$ cat src/pot_pkg.sv
// Shared constants for the serial digital potentiometer link and its host controller.
`default_nettype none
package pot_pkg;
  // ==========================================================================
  // Register layout
  localparam int PRESET_WIDTH = 6;
  localparam int PRESET_COUNT = 4;
  localparam int TAP_COUNT = 64;
  localparam logic [5:0] WIPER_RESET = 6'h00;
  localparam logic [5:0] PRESET_RESET = 6'h00;
  localparam logic [5:0] TAP_MAX = 6'h3f;
  localparam logic [5:0] TAP_MIN = 6'h00;
  // ==========================================================================
  // Frame layout
  // Arbitrary type code: any value serves as long as both ends share it.
  localparam logic [3:0] DEVICE_TYPE_ID = 4'ha;
  localparam logic [2:0] ID_MIDDLE_BITS = 3'h6;
  localparam logic [3:0] OP_READ_WIPER = 4'h9;
  localparam logic [3:0] OP_WRITE_WIPER = 4'ha;
  localparam logic [3:0] OP_READ_PRESET = 4'hb;
  localparam logic [3:0] OP_WRITE_PRESET = 4'hc;
  localparam logic [3:0] OP_PRESET_TO_WIPER = 4'hd;
  localparam logic [3:0] OP_WIPER_TO_PRESET = 4'he;
  localparam logic [3:0] OP_STEP_WIPER = 4'h2;
  localparam logic [3:0] OP_READ_STATUS = 4'h5;
  // ==========================================================================
  // Timing
  localparam int CLK_HZ = 50_000_000;
  localparam int NV_WRITE_MS = 10;
  localparam int NV_WRITE_CYCLES = (CLK_HZ / 1000) * NV_WRITE_MS;
  localparam int LINK_HALF_CYCLES = 4;
  // ==========================================================================
  // Host register map (APB byte offsets)
  localparam logic [7:0] CTRL_OFFSET = 8'h00;
  localparam logic [7:0] STATUS_OFFSET = 8'h04;
  localparam logic [7:0] RDATA_OFFSET = 8'h08;
  localparam int CTRL_GO_BIT = 31;
  localparam int CTRL_OP_LSB = 16;
  localparam int CTRL_REG_LSB = 12;
  localparam int CTRL_ADDR_BIT = 8;
  localparam int STATUS_BUSY_BIT = 0;
endpackage
`default_nettype wire

$ cat src/pot_link_if.sv
// Serial link between the potentiometer device and its host controller.
`default_nettype none
interface pot_link_if;
  logic sel_n;
  logic sck;
  logic si;
  logic so_out;
  logic so_oe;
  logic pause_n;
  logic wprot_n;
  // The data wire reads the device output while it drives, else a constant high.
  logic data_wire;
  assign data_wire = so_oe ? so_out : 1'b1;
  modport device (
    input sel_n,
    input sck,
    input si,
    input pause_n,
    input wprot_n,
    output so_out,
    output so_oe
  );
  modport host (
    output sel_n,
    output sck,
    output si,
    output pause_n,
    output wprot_n,
    input data_wire
  );
endinterface
`default_nettype wire

$ cat src/pot_device.sv
// Serial slave, wiper counter and preset store of the digital potentiometer.
`default_nettype none
// Operation
// - Output bits change on falling link clock.
// - Input bits sampled on rising link clock.
// - Deselected: output released, standby unless writing.
// - Ignore activity until first select fall.
// - Pause low freezes sequence; changes at clock low.
// - Host holds pause high when unused.
// - Address bit must match address pin.
// - At most two devices per bus.
// - Write-protect low blocks preset writes only.
// - Host keeps select high, pause/protect high.
// - Output tri-stated unless driving read data.
// - Wiper counter decoded one-hot to 64 taps.
// - Wiper loads serially, from preset, or stepwise.
// - Power-up loads wiper from preset zero.
// - Wiper volatile; power-up value from preset zero.
// - Four 6-bit presets, readable, writable, transferable.
// - Preset change is a 10 ms write.
// - Preset reads as 8 bits, top two zero.
// - Wiper reads as 8 bits, top two zero.
// - Preset commits on select rise; busy flag.
// - Step up with input high, down with low.
module pot_device
  import pot_pkg::*;
#(
  parameter int NV_CYCLES = NV_WRITE_CYCLES
) (
  // Clock, reset and enable
  input wire logic pclk,
  input wire logic presetn,
  input wire logic clk_en,
  // Link
  pot_link_if.device link,
  // Pins and analog side
  input wire logic device_addr_bit,
  output logic [TAP_COUNT-1:0] tap_enable,
  output logic nv_write_busy_flag,
  output logic standby
);
  if (NV_CYCLES < 1) begin : g_bad_nv
    $error("NV_CYCLES must be at least one");
  end

  typedef enum logic [4:0] {
    ST_IDLE = 5'b00001,
    ST_ID = 5'b00010,
    ST_INSTR = 5'b00100,
    ST_DATA = 5'b01000,
    ST_STEP = 5'b10000
  } dev_state_type;

  // ==========================================================================
  // Pin synchronisers
  logic [1:0] sck_sync_reg, sel_sync_reg, si_sync_reg, hold_sync_reg, wp_sync_reg, addr_sync_reg;
  logic sck_prev_reg, sel_prev_reg;
  always_ff @(posedge pclk or negedge presetn) begin
    if (!presetn) begin
      sck_sync_reg <= 2'b00;
      sel_sync_reg <= 2'b11;
      si_sync_reg <= 2'b00;
      hold_sync_reg <= 2'b11;
      wp_sync_reg <= 2'b11;
      addr_sync_reg <= 2'b00;
      sck_prev_reg <= 1'b0;
      sel_prev_reg <= 1'b1;
    end else if (clk_en) begin
      sck_sync_reg <= {sck_sync_reg[0], link.sck};
      sel_sync_reg <= {sel_sync_reg[0], link.sel_n};
      si_sync_reg <= {si_sync_reg[0], link.si};
      hold_sync_reg <= {hold_sync_reg[0], link.pause_n};
      wp_sync_reg <= {wp_sync_reg[0], link.wprot_n};
      addr_sync_reg <= {addr_sync_reg[0], device_addr_bit};
      sck_prev_reg <= sck_sync_reg[1];
      sel_prev_reg <= sel_sync_reg[1];
    end
  end
  logic sel_n, sck_s, paused;
  assign sel_n = sel_sync_reg[1];
  assign sck_s = sck_sync_reg[1];
  // Pause only takes effect while the link clock is low, so edges never slip.
  logic hold_reg;
  always_ff @(posedge pclk or negedge presetn) begin
    if (!presetn) begin
      hold_reg <= 1'b0;
    end else if (clk_en && !sck_s) begin
      hold_reg <= !hold_sync_reg[1];
    end
  end
  assign paused = hold_reg;
  logic rise, fall, sel_fall, sel_rise;
  assign rise = clk_en && !sel_n && !paused && sck_s && !sck_prev_reg;
  assign fall = clk_en && !sel_n && !paused && !sck_s && sck_prev_reg;
  assign sel_fall = clk_en && !sel_n && sel_prev_reg;
  assign sel_rise = clk_en && sel_n && !sel_prev_reg;

  // ==========================================================================
  // Serial sequencer
  dev_state_type state_reg;
  logic armed_reg, out_en_reg, out_bit_reg, commit_pend_reg, load_done_reg;
  logic [2:0] bit_cnt_reg;
  logic [7:0] shift_reg, tx_reg;
  logic [3:0] op_reg;
  logic [1:0] sel_reg_reg;
  logic [5:0] wiper_reg;
  logic [5:0] preset_reg [PRESET_COUNT];
  logic [5:0] pend_data_reg;
  logic [1:0] pend_idx_reg;
  logic [31:0] nv_cnt_reg;
  logic [7:0] rx_byte;
  logic nv_busy;
  assign rx_byte = {shift_reg[6:0], si_sync_reg[1]};
  assign nv_busy = nv_cnt_reg != 32'h0000_0000;

  always_ff @(posedge pclk or negedge presetn) begin
    if (!presetn) begin
      armed_reg <= 1'b0;
    end else if (sel_fall) begin
      armed_reg <= 1'b1;
    end
  end

  always_ff @(posedge pclk or negedge presetn) begin
    if (!presetn) begin
      state_reg <= ST_IDLE;
      bit_cnt_reg <= 3'h0;
      shift_reg <= 8'h00;
      op_reg <= 4'h0;
      sel_reg_reg <= 2'h0;
      tx_reg <= 8'h00;
      out_en_reg <= 1'b0;
      out_bit_reg <= 1'b0;
      commit_pend_reg <= 1'b0;
      pend_data_reg <= 6'h00;
      pend_idx_reg <= 2'h0;
      wiper_reg <= WIPER_RESET;
      load_done_reg <= 1'b0;
    end else if (clk_en) begin
      if (!load_done_reg) begin
        wiper_reg <= preset_reg[0];
        load_done_reg <= 1'b1;
      end
      if (sel_n) begin
        state_reg <= ST_IDLE;
        out_en_reg <= 1'b0;
        bit_cnt_reg <= 3'h0;
      end else if (sel_fall) begin
        state_reg <= ST_ID;
        bit_cnt_reg <= 3'h0;
        commit_pend_reg <= 1'b0;
      end else if (rise && armed_reg) begin
        shift_reg <= rx_byte;
        bit_cnt_reg <= bit_cnt_reg + 3'h1;
        case (state_reg)
          ST_ID: begin
            if (bit_cnt_reg == 3'h7) begin
              if (rx_byte[7:4] == DEVICE_TYPE_ID && rx_byte[3:1] == ID_MIDDLE_BITS
                  && rx_byte[0] == addr_sync_reg[1]) begin
                state_reg <= ST_INSTR;
              end else begin
                state_reg <= ST_IDLE;
              end
            end
          end
          ST_INSTR: begin
            if (bit_cnt_reg == 3'h7) begin
              op_reg <= rx_byte[7:4];
              sel_reg_reg <= rx_byte[3:2];
              state_reg <= ST_DATA;
              case (rx_byte[7:4])
                OP_READ_WIPER: tx_reg <= {2'b00, wiper_reg};
                OP_READ_PRESET: tx_reg <= {2'b00, preset_reg[rx_byte[3:2]]};
                OP_READ_STATUS: tx_reg <= {7'h00, nv_busy};
                OP_PRESET_TO_WIPER: begin
                  wiper_reg <= preset_reg[rx_byte[3:2]];
                  state_reg <= ST_IDLE;
                end
                OP_WIPER_TO_PRESET: begin
                  pend_data_reg <= wiper_reg;
                  pend_idx_reg <= rx_byte[3:2];
                  commit_pend_reg <= 1'b1;
                  state_reg <= ST_IDLE;
                end
                OP_STEP_WIPER: state_reg <= ST_STEP;
                OP_WRITE_WIPER, OP_WRITE_PRESET: tx_reg <= 8'h00;
                default: state_reg <= ST_IDLE;
              endcase
            end
          end
          ST_DATA: begin
            if (bit_cnt_reg == 3'h7) begin
              state_reg <= ST_IDLE;
              if (op_reg == OP_WRITE_WIPER) begin
                wiper_reg <= rx_byte[5:0];
              end
              if (op_reg == OP_WRITE_PRESET) begin
                pend_data_reg <= rx_byte[5:0];
                pend_idx_reg <= sel_reg_reg;
                commit_pend_reg <= 1'b1;
              end
            end
          end
          ST_STEP: begin
            if (si_sync_reg[1] && wiper_reg != TAP_MAX) begin
              wiper_reg <= wiper_reg + 6'h01;
            end else if (!si_sync_reg[1] && wiper_reg != TAP_MIN) begin
              wiper_reg <= wiper_reg - 6'h01;
            end
          end
          default: state_reg <= ST_IDLE;
        endcase
      end else if (fall) begin
        if (state_reg == ST_DATA && (op_reg == OP_READ_WIPER
            || op_reg == OP_READ_PRESET || op_reg == OP_READ_STATUS)) begin
          out_en_reg <= 1'b1;
          out_bit_reg <= tx_reg[7];
          tx_reg <= {tx_reg[6:0], 1'b0};
        end else begin
          out_en_reg <= 1'b0;
        end
      end
      if (sel_rise) begin
        commit_pend_reg <= 1'b0;
      end
    end
  end

  // ==========================================================================
  // Nonvolatile preset store
  // A commit is only launched on the select rise after a complete write.
  always_ff @(posedge pclk or negedge presetn) begin
    if (!presetn) begin
      nv_cnt_reg <= 32'h0000_0000;
      for (int i = 0; i < PRESET_COUNT; i++) begin
        preset_reg[i] <= PRESET_RESET;
      end
    end else if (clk_en) begin
      if (sel_rise && commit_pend_reg && wp_sync_reg[1] && !nv_busy) begin
        preset_reg[pend_idx_reg] <= pend_data_reg;
        nv_cnt_reg <= 32'(NV_CYCLES);
      end else if (nv_busy) begin
        nv_cnt_reg <= nv_cnt_reg - 32'h0000_0001;
      end
    end
  end

  // ==========================================================================
  // Tap decode
  genvar g;
  generate
    for (g = 0; g < TAP_COUNT; g++) begin : g_tap
      assign tap_enable[g] = wiper_reg == 6'(g);
    end
  endgenerate

  assign link.so_out = out_bit_reg;
  assign link.so_oe = out_en_reg && !sel_n;
  assign nv_write_busy_flag = nv_busy;
  assign standby = sel_n && !nv_busy;
endmodule
`default_nettype wire

$ cat src/flat_wrapper.sv
// flat-port wrapper written by rule: the top's interface ports become plain ports
module pot_device_flat import pot_pkg::*;
#(
  parameter int NV_CYCLES = NV_WRITE_CYCLES
)
  (pclk, presetn, clk_en, device_addr_bit, tap_enable, nv_write_busy_flag, standby, link_sel_n, link_sck, link_si, link_pause_n, link_wprot_n, link_so_out, link_so_oe);
  pot_link_if link_i ();
  input wire logic pclk;
  input wire logic presetn;
  input wire logic clk_en;
  input wire logic device_addr_bit;
  output logic [TAP_COUNT-1:0] tap_enable;
  output logic nv_write_busy_flag;
  output logic standby;
  input wire logic [$bits(link_i.sel_n)-1:0] link_sel_n;
  input wire logic [$bits(link_i.sck)-1:0] link_sck;
  input wire logic [$bits(link_i.si)-1:0] link_si;
  input wire logic [$bits(link_i.pause_n)-1:0] link_pause_n;
  input wire logic [$bits(link_i.wprot_n)-1:0] link_wprot_n;
  output wire logic [$bits(link_i.so_out)-1:0] link_so_out;
  output wire logic [$bits(link_i.so_oe)-1:0] link_so_oe;
  assign link_i.sel_n = link_sel_n;
  assign link_i.sck = link_sck;
  assign link_i.si = link_si;
  assign link_i.pause_n = link_pause_n;
  assign link_i.wprot_n = link_wprot_n;
  assign link_so_out = link_i.so_out;
  assign link_so_oe = link_i.so_oe;
  pot_device #(.NV_CYCLES(NV_CYCLES)) u_core (.pclk(pclk), .presetn(presetn), .clk_en(clk_en), .link(link_i), .device_addr_bit(device_addr_bit), .tap_enable(tap_enable), .nv_write_busy_flag(nv_write_busy_flag), .standby(standby));
endmodule
$ cat config.mk
export PLATFORM = sky130hd
export DESIGN_NAME = pot_device_flat
export DESIGN_NICKNAME = d
export VERILOG_FILES = /design/src/pot_pkg.sv /design/src/pot_link_if.sv /design/src/pot_device.sv /design/src/flat_wrapper.sv
export SDC_FILE = /design/constraint.sdc
export NUM_CORES = 1
export LEC_CHECK = 0
export CAP_MARGIN = 25
export CORE_ASPECT_RATIO = 0.8
export CORE_UTILIZATION = 58
export DETAILED_ROUTE_END_ITERATION = 12
export DONT_BUFFER_PORTS = 1
export PLACE_DENSITY = 0.74
export SLEW_MARGIN = 20
export SYNTH_ARGS = -nofsm -noshare
export SYNTH_HDL_FRONTEND = slang
export SYNTH_SLANG_ARGS = --single-unit
$ cat constraint.sdc
create_clock -name pclk -period 2.8 [get_ports pclk]
set_input_delay 0.84 -clock pclk [delete_from_list [all_inputs] [get_ports pclk]]
set_output_delay 0.84 -clock pclk [all_outputs]
set_load 0.05 [all_outputs]
==> flow_summary.toml <==
[outcome]
status = "finished, violations left"
violations = "setup timing"

[worst_setup_path]
r2r_start = "u_core.nv_cnt_reg[1]"
r2r-end = "u_core.preset_reg[14]"
startpoint_type = "flop"
crit_fanout = 2
r2r_setup_slack_ps = 90
reg2reg_depth = 9
crit_arrival_ps = 2460
critPathKind = "reg -> out"
crit_chain = "or4_4 > or4_4 > nor4_4 > and2_4"
crit_top_cell = "or4_4"
end_kind = "output port"
max_stage_delay_ps = 540
slowest_stage = "or4_4"
critical_path_required_ps = 1960

[power_and_ir_drop]
pwr-share-seq_pct = 36.8
cellPowerDensity_nw_per_um2 = 682
p_int_uw = 3890
ir_worst_vdd_mv = 0.521
switching_share_pct = 34.9
p_leak_uw = 0.00393
combPwrFrac_pct = 26.7
p_switching_uw = 2090
clkPwrFrac_pct = 36.4

[synthesis]
synthTopCellsByArea = "dfrtp_1 (39%), mux2_2 (11%), nor2_1 (5.7%), dfstp_2 (3.0%), nand2_1 (2.6%)"
synth_warnings = 0
synth_flop_cell = "dfrtp_1"
synthAdderAreaFrac_pct = 1.41
syn-cell-area_um2 = 7100
synth-simple-area-share_pct = 23.7
netlist.area_leader.share_pct = 39.1
synth_mux_area_share_pct = 15.7
ys_ff_latch = 119
syn_nets = 744
async_flop_share_pct = 100
synth-compound-area-share_pct = 12.3
synth.largest_area_cell = "dfrtp_1"
synth_top_family_by_area = "simple AND/OR/NAND/NOR gates"
synth_edf_count = 0
netlist_instances = 727
yosysSeqAreaShare_pct = 42.1
syn_area_per_cell_um2 = 9.77
synth.distinct_cells = 76
synth-xor-area-share_pct = 1.23

[clock_tree]
htree_num_levels = 4
clk_pin_slew_ps = 60
cts_buffers = 17
clock_path_buffers = 2
cts_tree = "yes"
clock_latency_ps = 430
clock_sinks = 119
cts-root-buf = "clkbuf_16"

[timing]
max_freq_mhz = 303
setup_viol = 2
finalMaxSlewViolations = 0
finalHoldViolCount = 0
fin_skew_ps = 8.10
fin_crit_sh_pct = 118
fin_tns_setup_ps = -957
relSlewSlack_pct = 40.1
rsz0062_at_grt = "yes"
min_period_ps = 3300
worst_pin_slew_ps = 898
layout_setup_ws_ps = -496

[floorplanning]
top_level_ports = 77
initial_core_util_pct = 60.5
dieArea_um2 = 12700
die_x_um = 126
core_region_area_um2 = 11700
rows = 35
die_y_um = 101

[cells_and_area]
postLayoutCoreUtil_pct = 74.7
most-common-layout-cells = "buf_4 (123), dfrtp_1 (111), nor2_1 (104), mux2_2 (71), nand2_1 (50)"
nNetsFinal = 845
diodes = 0
layout_commonest_cell = "buf_4"
stdcell_area_um2 = 8770
layout-drive-gt1-share_pct = 34.1
largest_reg_flops = 32
fillCellCount = 849
area_growth_pct = 23.5

[grt]
antenna_found_initial = 0
grt_max_degree = 120
grt_pass1_vias = 5960
grt-ovfl-total = 0
grt_usage_pct = 32.8
grt_pass1_wl_um = 31900

[drt]
route.detailed.drc = 0
wl_per_cell_um = 20.0
num_vias = 6262
first_pass_iters = 5
ant_nets = 0
wl_um = 19800
viasPerCell = 6.33
detail_route.iter0.violations = 744

[placed_design]
dp_hpwl_um = 13600
pre_cts_ws_ps = -72.6
io_buffer_count = 0
place_area_um2 = 8010
gp_congestion = 0.952

[job]
cap_violations = 0

[worst_hold_path]
hp-class = "in -> async"
-- cell type report --
class,instances,area (µm²),area share [%]
multi-input combinational,548,3940,45.0
sequential,119,2990,34.1
timing repair buffer,128,997,11.4
clock buffer,17,425,4.85
tap,148,185,2.11
clock inverter,15,160,1.83
inverter,14,67.6,0.771
-- repair_timing --
item	in CTS	in global routing
endpoints found under the setup margin	24	32
setup buffers	7	4
hold buffers	0	0
resized for setup	12	10
hold endpoints to repair	0	0
pin swaps	5	4
-- logic make-up (layout without fill, tap and decap cells) --
kind of cell / Yosys count / after routing
flip-flops: 119 / 119
AO/OA/AOI/OAI: 127 / 127
buffers and inverters: 60 / 174
XOR/XNOR: 10 / 10
AND/OR/NAND/NOR: 308 / 308
multiplexers: 95 / 95
adder cells (fa/ha/maj): 8 / 8
-- metrics by stage --
step	power (µW)	cells	hold WS, ps
finish	5980	989	107
CTS	5920	985	98.5
global placement	3640	946	453
global route	6220	989	97.5
detailed placement	3700	946	462
floorplan	3160	727	435
-- synth_stat cells, types with 11 or more instances --
cell type	instances
nand3_1	13
clkbuf_1	32
nor2_1	107
mux2i_1	16
nor3_1	25
nor2b_1	11
dfrtp_1	111
o21ai_0	32
or4_1	11
nor4_1	12
a21oi_1	24
mux2_2	71
inv_1	12
nand2_1	50
nand2b_1	11
-- critical path: cells and delay by family, from the launching register on --
family	cells	cell delay (ps)
AND/OR/NAND/NOR	4	1660
flip-flops	1	380
-- worst max-delay path by stage --
| stage | slack, ps | from | to | cells past startpoint |
|---|---|---|---|---|
| 6_report | -500 | u_core.nv_cnt_reg[13] | standby | 4 |
| 5_1_grt | -570 | u_core.nv_cnt_reg[13] | standby | 4 |
| 4_1_cts | -510 | u_core.nv_cnt_reg[13] | standby | 4 |
| 3_5_place_dp | -70 | u_core.nv_cnt_reg[13] | standby | 4 |
| 3_3_place_gp | -70 | u_core.nv_cnt_reg[13] | standby | 4 |
| 2_1_floorplan | -240 | u_core.nv_cnt_reg[11] | standby | 5 |
-- per-layer routing --
metal | share of wire (%) | global-route usage [%]
met5 | 0 | 0
met4 | 1.5 | 10.3
met3 | 7.9 | 7.01
met2 | 47 | 51.6
met1 | 44 | 45.8
-- power groups by stage --
stage	combinational [µW]	clock [µW]	sequential, µW
after global routing	1720	2270	2230
after global placement	1440	0	2190
after CTS	1540	2200	2180
after detailed placement	1490	0	2210
after floorplan	1040	0	2120
final	1600	2180	2200
Power figures use the tool's default switching activity.
